## src/verilog/chan_select_pkg.sv

```systemverilog
// constants for the monitor channel selection block
package chan_select_pkg;

   // register indices; byte address is four times the index
   localparam logic [7:0] IDX_FAST_USER   = 8'h46;
   localparam logic [7:0] IDX_FAST_INT    = 8'h48;
   localparam logic [7:0] IDX_FAST_AUX    = 8'h49;
   localparam logic [7:0] IDX_SLOW_INT    = 8'h7a;
   localparam logic [7:0] IDX_SLOW_AUX    = 8'h7b;
   localparam logic [7:0] IDX_SLOW_USER   = 8'h7c;
   localparam int         IDX_LSB         = 2;

   // writable bits of each selection register; the rest read zero
   localparam logic [15:0] MASK_INT       = 16'h7fe1;
   localparam logic [15:0] MASK_AUX       = 16'hffff;
   localparam logic [15:0] MASK_USER      = 16'h000f;

   // reset values: calibration sits in the slow sequence by default
   localparam logic [15:0] RST_FAST       = 16'h0000;
   localparam logic [15:0] RST_SLOW_INT   = 16'h0001;
   localparam logic [15:0] RST_SLOW_OTHER = 16'h0000;

   // variants
   localparam logic [1:0] VAR_FIRST_GEN   = 2'h0;
   localparam logic [1:0] VAR_SECOND_GEN  = 2'h1;
   localparam logic [1:0] VAR_SECOND_PROC = 2'h2;

   // bit position of the calibration enable inside the internal register
   localparam int BIT_CAL                 = 0;

   // fixed order of sequence entries
   localparam int N_ENTRY                 = 31;
   localparam int E_CAL                   = 0;
   localparam int E_PS_FIRST              = 1;
   localparam int E_PS_LAST               = 3;

   // adc channel code of each entry in sequence order
   localparam logic [5:0] ENTRY_CODE [0:N_ENTRY-1] = '{
      6'h08, 6'h0d, 6'h0e, 6'h0f, 6'h00, 6'h01, 6'h02, 6'h03,
      6'h04, 6'h05, 6'h06,
      6'h10, 6'h11, 6'h12, 6'h13, 6'h14, 6'h15, 6'h16, 6'h17,
      6'h18, 6'h19, 6'h1a, 6'h1b, 6'h1c, 6'h1d, 6'h1e, 6'h1f,
      6'h20, 6'h21, 6'h22, 6'h23};

   // enable bit of each entry in the 48-bit {user, aux, internal} vector
   localparam logic [5:0] ENTRY_BIT [0:N_ENTRY-1] = '{
      6'h00, 6'h05, 6'h06, 6'h07, 6'h08, 6'h09, 6'h0a, 6'h0b,
      6'h0c, 6'h0d, 6'h0e,
      6'h10, 6'h11, 6'h12, 6'h13, 6'h14, 6'h15, 6'h16, 6'h17,
      6'h18, 6'h19, 6'h1a, 6'h1b, 6'h1c, 6'h1d, 6'h1e, 6'h1f,
      6'h20, 6'h21, 6'h22, 6'h23};

   localparam logic [4:0] ENTRY_NONE      = 5'h00;
   localparam logic [4:0] SLOT_FIRST      = 5'h01;

endpackage : chan_select_pkg
```

## src/verilog/chan_select.sv

```systemverilog
// channel selection registers and sequence order walker for the monitor adc
//
// The APB register port was left to the implementer.
`timescale 1ns/1ps
`default_nettype none

module chan_select #(
   parameter logic [1:0] VARIANT = chan_select_pkg::VAR_SECOND_GEN,
   parameter int         ADDR_W  = 12
) (
   // clock, reset, enable
   input  wire logic              pclk,
   input  wire logic              presetn,
   input  wire logic              ce,
   // apb slave
   input  wire logic              psel,
   input  wire logic              penable,
   input  wire logic              pwrite,
   input  wire logic [ADDR_W-1:0] paddr,
   input  wire logic [31:0]       pwdata,
   output logic      [31:0]       prdata,
   output logic                   pready,
   output logic                   pslverr,
   // sequencer engine handshake
   input  wire logic              fast_advance,
   input  wire logic              slow_advance,
   output logic      [5:0]        adc_channel_code,
   output logic      [4:0]        fast_slot,
   output logic                   fast_valid,
   output logic      [5:0]        slow_channel_code,
   output logic                   slow_valid,
   output logic                   cal_in_fast,
   output logic                   cal_in_slow
);

   localparam bit HAS_SLOW = (VARIANT != chan_select_pkg::VAR_FIRST_GEN);

   typedef enum logic [2:0] {
      BUS_IDLE   = 3'b001,
      BUS_ACCESS = 3'b010,
      BUS_DONE   = 3'b100
   } bus_state_t;

   // register storage
   logic [15:0] fast_user_q, fast_int_q, fast_aux_q;
   logic [15:0] slow_int_q, slow_aux_q, slow_user_q;
   bus_state_t  bus_q;
   logic [31:0] prdata_q;
   logic        pready_q, pslverr_q;

   // walker state
   logic [4:0]  fast_ptr_q, slow_ptr_q;
   logic [5:0]  fast_code_q, slow_code_q;
   logic [4:0]  fast_slot_q;
   logic        fast_valid_q, slow_valid_q;
   logic        cal_fast_q, cal_slow_q;

   // entry present in the order of this variant; gen2 lets calibration share slot one
   function automatic bit entry_in_order(input int e);
      if (e == chan_select_pkg::E_CAL)
         return VARIANT == chan_select_pkg::VAR_FIRST_GEN;
      if (e >= chan_select_pkg::E_PS_FIRST && e <= chan_select_pkg::E_PS_LAST)
         return VARIANT == chan_select_pkg::VAR_SECOND_PROC;
      return 1'b1;
   endfunction : entry_in_order

   // slot number of an entry: one plus present entries ahead of it
   function automatic logic [4:0] slot_of(input logic [4:0] e);
      logic [4:0] n;
      n = chan_select_pkg::SLOT_FIRST;
      for (int i = 0; i < chan_select_pkg::N_ENTRY; i++) begin
         if (i < int'(e) && entry_in_order(i))
            n = n + 5'h01;
      end
      return n;
   endfunction : slot_of

   // next enabled entry after cur, wrapping; found is low when none is enabled
   function automatic logic [5:0] next_entry(input logic [chan_select_pkg::N_ENTRY-1:0] en,
                                             input logic [4:0] cur);
      logic       found;
      logic [4:0] idx;
      found = 1'b0;
      idx   = chan_select_pkg::ENTRY_NONE;
      for (int i = chan_select_pkg::N_ENTRY - 1; i >= 0; i--) begin
         if (en[i] && i > int'(cur)) begin
            found = 1'b1;
            idx   = 5'(i);
         end
      end
      if (!found) begin
         for (int i = chan_select_pkg::N_ENTRY - 1; i >= 0; i--) begin
            if (en[i]) begin
               found = 1'b1;
               idx   = 5'(i);
            end
         end
      end
      return {found, idx};
   endfunction : next_entry

   // address decode: word aligned index compare
   function automatic logic [2:0] reg_sel(input logic [ADDR_W-1:0] a);
      logic [7:0] idx;
      idx = a[chan_select_pkg::IDX_LSB +: 8];
      if (a[1:0] != 2'h0 || a[ADDR_W-1:chan_select_pkg::IDX_LSB+8] != '0)
         return 3'h0;
      case (idx)
         chan_select_pkg::IDX_FAST_USER: return 3'h1;
         chan_select_pkg::IDX_FAST_INT:  return 3'h2;
         chan_select_pkg::IDX_FAST_AUX:  return 3'h3;
         chan_select_pkg::IDX_SLOW_INT:  return HAS_SLOW ? 3'h4 : 3'h0;
         chan_select_pkg::IDX_SLOW_AUX:  return HAS_SLOW ? 3'h5 : 3'h0;
         chan_select_pkg::IDX_SLOW_USER: return HAS_SLOW ? 3'h6 : 3'h0;
         default:                        return 3'h0;
      endcase
   endfunction : reg_sel

   logic [2:0]  sel;
   logic        wr_commit;
   logic [31:0] rd_mux;

   assign sel       = reg_sel(paddr);
   assign wr_commit = (bus_q == BUS_ACCESS) && psel && penable && pwrite && (sel != 3'h0);

   // read mux; unwritable bits are zero because storage never holds them
   always_comb begin
      case (sel)
         3'h1:    rd_mux = {16'h0000, fast_user_q};
         3'h2:    rd_mux = {16'h0000, fast_int_q};
         3'h3:    rd_mux = {16'h0000, fast_aux_q};
         3'h4:    rd_mux = {16'h0000, slow_int_q};
         3'h5:    rd_mux = {16'h0000, slow_aux_q};
         3'h6:    rd_mux = {16'h0000, slow_user_q};
         default: rd_mux = 32'h0000_0000;
      endcase
   end

   // apb handshake: two wait cycles, answer registered so ports come from flops
   always_ff @(posedge pclk or negedge presetn) begin
      if (!presetn) begin
         bus_q     <= BUS_IDLE;
         prdata_q  <= 32'h0000_0000;
         pready_q  <= 1'b0;
         pslverr_q <= 1'b0;
      end else if (ce) begin
         case (bus_q)
            BUS_IDLE: begin
               pready_q  <= 1'b0;
               pslverr_q <= 1'b0;
               if (psel && penable)
                  bus_q <= BUS_ACCESS;
            end
            BUS_ACCESS: begin
               pready_q  <= 1'b1;
               pslverr_q <= (sel == 3'h0);
               prdata_q  <= pwrite ? 32'h0000_0000 : rd_mux;
               bus_q     <= BUS_DONE;
            end
            BUS_DONE: begin
               pready_q  <= 1'b0;
               pslverr_q <= 1'b0;
               bus_q     <= BUS_IDLE;
            end
            default: begin
               bus_q    <= BUS_IDLE;
               pready_q <= 1'b0;
            end
         endcase
      end
   end

   // fast selection storage; the write lands on the same edge that raises pready
   always_ff @(posedge pclk or negedge presetn) begin
      if (!presetn) begin
         fast_user_q <= chan_select_pkg::RST_FAST;
         fast_int_q  <= chan_select_pkg::RST_FAST;
         fast_aux_q  <= chan_select_pkg::RST_FAST;
      end else if (ce && wr_commit) begin
         if (sel == 3'h1)
            fast_user_q <= pwdata[15:0] & chan_select_pkg::MASK_USER;
         if (sel == 3'h2)
            fast_int_q  <= pwdata[15:0] & chan_select_pkg::MASK_INT;
         if (sel == 3'h3)
            fast_aux_q  <= pwdata[15:0] & chan_select_pkg::MASK_AUX;
      end
   end

   // slow selection storage; absent on first generation so it stays at reset
   always_ff @(posedge pclk or negedge presetn) begin
      if (!presetn) begin
         slow_int_q  <= chan_select_pkg::RST_SLOW_INT;
         slow_aux_q  <= chan_select_pkg::RST_SLOW_OTHER;
         slow_user_q <= chan_select_pkg::RST_SLOW_OTHER;
      end else if (ce && wr_commit) begin
         if (sel == 3'h4)
            slow_int_q  <= pwdata[15:0] & chan_select_pkg::MASK_INT;
         if (sel == 3'h5)
            slow_aux_q  <= pwdata[15:0] & chan_select_pkg::MASK_AUX;
         if (sel == 3'h6)
            slow_user_q <= pwdata[15:0] & chan_select_pkg::MASK_USER;
      end
   end

   // per-entry enables from the {user, aux, internal} vectors
   logic [47:0]                        fast_vec, slow_vec;
   logic [chan_select_pkg::N_ENTRY-1:0] fast_en, slow_en;
   logic                                fast_cal_bit;

   assign fast_vec     = {fast_user_q, fast_aux_q, fast_int_q};
   assign slow_vec     = {slow_user_q, slow_aux_q, slow_int_q};
   assign fast_cal_bit = fast_int_q[chan_select_pkg::BIT_CAL];

   generate
      for (genvar g = 0; g < chan_select_pkg::N_ENTRY; g++) begin : g_entry
         localparam bit IS_CAL = (g == chan_select_pkg::E_CAL);
         localparam bit IS_PS  = (g >= chan_select_pkg::E_PS_FIRST) && (g <= chan_select_pkg::E_PS_LAST);
         localparam bit PRESENT = !IS_PS || (VARIANT == chan_select_pkg::VAR_SECOND_PROC);
         assign fast_en[g] = PRESENT && fast_vec[chan_select_pkg::ENTRY_BIT[g]];
         // fast calibration enable wins over the slow one
         assign slow_en[g] = HAS_SLOW && PRESENT && slow_vec[chan_select_pkg::ENTRY_BIT[g]] &&
                             !(IS_CAL && fast_cal_bit);
      end
   endgenerate

   logic [5:0] fast_nx, slow_nx;

   assign fast_nx = next_entry(fast_en, fast_ptr_q);
   assign slow_nx = next_entry(slow_en, slow_ptr_q);

   // fast walker: code and slot of the entry being converted
   always_ff @(posedge pclk or negedge presetn) begin
      if (!presetn) begin
         fast_ptr_q   <= chan_select_pkg::ENTRY_NONE;
         fast_code_q  <= 6'h00;
         fast_slot_q  <= 5'h00;
         fast_valid_q <= 1'b0;
      end else if (ce) begin
         if (fast_advance || !fast_valid_q) begin
            fast_valid_q <= fast_nx[5];
            if (fast_nx[5]) begin
               fast_ptr_q  <= fast_nx[4:0];
               fast_code_q <= chan_select_pkg::ENTRY_CODE[fast_nx[4:0]];
               fast_slot_q <= slot_of(fast_nx[4:0]);
            end
         end else if (!fast_en[fast_ptr_q]) begin
            // software dropped the current channel; rescan next cycle
            fast_valid_q <= 1'b0;
         end
      end
   end

   // slow walker: shares the order, no slot output since it runs at its own rate
   always_ff @(posedge pclk or negedge presetn) begin
      if (!presetn) begin
         slow_ptr_q   <= chan_select_pkg::ENTRY_NONE;
         slow_code_q  <= 6'h00;
         slow_valid_q <= 1'b0;
      end else if (ce) begin
         if (slow_advance || !slow_valid_q) begin
            slow_valid_q <= slow_nx[5];
            if (slow_nx[5]) begin
               slow_ptr_q  <= slow_nx[4:0];
               slow_code_q <= chan_select_pkg::ENTRY_CODE[slow_nx[4:0]];
            end
         end else if (!slow_en[slow_ptr_q]) begin
            slow_valid_q <= 1'b0;
         end
      end
   end

   // calibration placement flags
   always_ff @(posedge pclk or negedge presetn) begin
      if (!presetn) begin
         cal_fast_q <= 1'b0;
         cal_slow_q <= 1'b0;
      end else if (ce) begin
         cal_fast_q <= fast_en[chan_select_pkg::E_CAL];
         cal_slow_q <= slow_en[chan_select_pkg::E_CAL];
      end
   end

   assign prdata            = prdata_q;
   assign pready            = pready_q;
   assign pslverr           = pslverr_q;
   assign adc_channel_code  = fast_code_q;
   assign fast_slot         = fast_slot_q;
   assign fast_valid        = fast_valid_q;
   assign slow_channel_code = slow_code_q;
   assign slow_valid        = slow_valid_q;
   assign cal_in_fast       = cal_fast_q;
   assign cal_in_slow       = cal_slow_q;

endmodule : chan_select

`default_nettype wire

```

## config.mk

```make
export PLATFORM = sky130hd
export DESIGN_NAME = chan_select
export DESIGN_NICKNAME = d
export VERILOG_FILES = /design/src/verilog/chan_select_pkg.sv /design/src/verilog/chan_select.sv
export SDC_FILE = /design/constraint.sdc
export NUM_CORES = 1
export LEC_CHECK = 0
export ABC_AREA = 0
export BUFFER_PORTS_ARGS = -buffer_cell sky130_fd_sc_hd__buf_4
export CAP_MARGIN = 40
export CORE_MARGIN = 10
export CORE_UTILIZATION = 40
export DETAILED_ROUTE_END_ITERATION = 8
export PLACE_DENSITY = 0.55
export REMOVE_ABC_BUFFERS = 1
export SLEW_MARGIN = 20
export SYNTH_ARGS = -nofsm -noshare
export SYNTH_HDL_FRONTEND = slang
export SYNTH_SLANG_ARGS = --single-unit
```

## constraint.sdc

```tcl
create_clock -name pclk -period 19.05 [get_ports pclk]
set_clock_uncertainty 0.05 [all_clocks]
set_input_delay 0.9525 -clock pclk [delete_from_list [all_inputs] [get_ports pclk]]
set_output_delay 0.9525 -clock pclk [all_outputs]
set_load 0.005 [all_outputs]
```

==> impl_metrics.ini <==
[outcome]
outcome = complete, no violations

[drt]
drt-pass1-iter-count = 7
drc = 0
vias = 11000
wirelength_mm = 36.8
vias_per_cell = 5.92
wire_per_inst_um = 19.8
drt-initial-drc-count = 1021
drtAntennaViolNets = 0

[floorplan]
start_util_pct = 40.5
dieHeight_um = 190
num_rows = 62
die_w_um = 190
top_level_ports = 107
coreArea_um2 = 28700
die_area_um2 = 36300

[clock_network]
clock_latency_ps = 430
ctsResizeCount = 0
cts_tree = built
cts_root_buf = clkbuf_16
postCtsSetupRepairBufs = 0
ctsLongestPathBuffers = 2
cts_made_buffers = 17
htreeDepth = 4
clock_sinks = 114
hold_buffers = 0
path_clk_slew_ps = 60

[worst_setup_path]
worst-r2r-setup-slack_ps = 2640
reg2reg_to = fast_slot[4]
reg2regPathDepth = 77
cp_common_cell = ha_1
crit_type = reg2reg
crit_path_end_kind = flop
cp.arrival_ps = 16700
slowest_stage = dfrtp_1
max_stage_delay_ps = 640
required_ps = 19350
critPathLaunchType = flop
path_max_fanout = 21
r2r_start = fast_ptr_q[0]

[synthesis]
yosysWarnings = 0
ys_ff_latch = 114
post_synth_num_cell_types = 107
netlist_area_um2 = 11600
synth_cells = 1425
yosysSeqAreaShare_pct = 24.6
synth.area.top_cells = dfrtp_1 24%, mux2_2 5.7%, o21ai_0 4.7%
synth.cells.most_frequent = 139 x nand2_1, 139 x nor2_1, 112 x dfrtp_1
ys_async_sr_fraction_pct = 100
synth_top_area_share_pct = 24.1
syn-mean-instance-area_um2 = 8.16
synth_edf_count = 0
synthFlopType = dfrtp_1
synth_top_area_cell = dfrtp_1

[final_layout]
num-nets-final = 1546
fillCellCount = 2908
layout-drive-gt1-share_pct = 18.8
finish.instance_area_um2 = 13100
area_growth_pct = 12.9
antenna_cells = 0

[placed_design]
io_buffers = 74
hpwl_mm = 27.6
placed_area_um2 = 12400
routabilityCongestion = 0.877

[run]
cap_violations = 0

[sta]
timing.fmax_ghz = 0.0610
worst_pin_slew_ps = 834
rsz0062_at_grt = no
slew_headroom_pct = 43.6
hold_violations = 0
setup-violations-final = 0
final.period_utilization_pct = 86.1
tns_ps = 0
period_needed_ps = 16410
slew_viol_final = 0

[grt]
grt_pass1_wl_mm = 60.0
grt_util_all_layers_pct = 20.3
antenna_found_initial = 0
grt_max_degree = 48
grt_pass1_vias = 10600
gr-total-overflow = 0

[hold_path]
hold_class = in2async
==> cell families (layout without fill, tap and decap cells) <==
logic type / count (synthesis) / after routing / synth area share, %
AND/OR/NAND/NOR: 482 / 482 / 20.5
AO/OA/AOI/OAI: 428 / 428 / 24.6
buffers and inverters: 169 / 201 / 6.68
flip-flops: 114 / 114 / 24.6
multiplexers: 106 / 106 / 11.3
XOR/XNOR: 90 / 90 / 8.57
adder cells (fa/ha/maj): 35 / 35 / 3.77
other: 1 / 16 / 0.0323
==> area by class of cell <==
cell class	count	area (µm²)	area share, %
repair buffers	109	878	6.70
clock inverters	14	184	1.40
clock buffers	18	429	3.27
multi-input cells	1157	8070	61.5
flip-flops and latches	114	2860	21.8
inverters	60	225	1.72
well taps	384	480	3.66
==> per-stage QoR <==
stage                     util, %  setup slack [ps]  hold WS (ps)  cells
after floorplan                 -              3960           395   1331
after global placement       43.0              2720           413   1810
after detailed placement     43.4              2750           421   1817
after CTS                    45.5              2710           420   1849
after global routing         45.7              1200           428   1856
final                        45.7              2640           403   1856
==> sequential cells by signal (all words and copies together) (netlist names), 3 cells and up <==
signal             count
fast_int_q            11
bus_q                  3
slow_aux_q            16
fast_user_q            4
fast_ptr_q             5
slow_channel_code      6
adc_channel_code       6
slow_ptr_q             5
slow_int_q            11
prdata                16
slow_user_q            4
fast_slot              5
fast_aux_q            16
==> worst max-delay path: cells and delay by family (launching register included) <==
kind / cells / cell delay [ps]
AO/OA/AOI/OAI: 23 / 4000
XOR/XNOR: 10 / 1940
adder cells (fa/ha/maj): 13 / 3850
buffers and inverters: 4 / 720
flip-flops: 1 / 640
multiplexers: 8 / 1800
AND/OR/NAND/NOR: 19 / 3330
==> routing by layer <==
metal | routed length, µm | track usage [%] | up-vias
met2 | 17400 | 32.6 | 329
met3 | 2040 | 2.63 | 45
li1 | - | - | 5287
met5 | 0 | 0 | -
met4 | 579 | 4.54 | 0
met1 | 16800 | 28.2 | 5325
==> worst max path at each step <==
stage / startpoint / end / slack [ps]
2_1_floorplan: fast_ptr_q[3] / fast_slot[4] / 3960
3_3_place_gp: fast_ptr_q[1] / fast_slot[4] / 2720
3_5_place_dp: fast_ptr_q[0] / fast_slot[4] / 2750
4_1_cts: fast_ptr_q[0] / fast_slot[4] / 2710
5_1_grt: fast_ptr_q[0] / fast_slot[4] / 1200
6_report: fast_ptr_q[0] / fast_slot[4] / 2640
==> cells in the final DEF, fill, tap and decap left out, drive strengths merged, types with 15 or more instances in the layout <==
cell      n
a211oi   15
a21oi   106
a31oi    18
buf     107
clkbuf   20
conb     16
dfrtp   112
ha       35
inv      61
mux2     60
mux2i    33
nand2   140
nand2b   19
nand3    41
nor2    141
nor3     27
nor4     17
o211ai   18
o21ai   117
xnor2    56
xor2     27
Power is not shown: default switching activity piles up to over one toggle a cycle in this logic, so the estimate is an artifact.
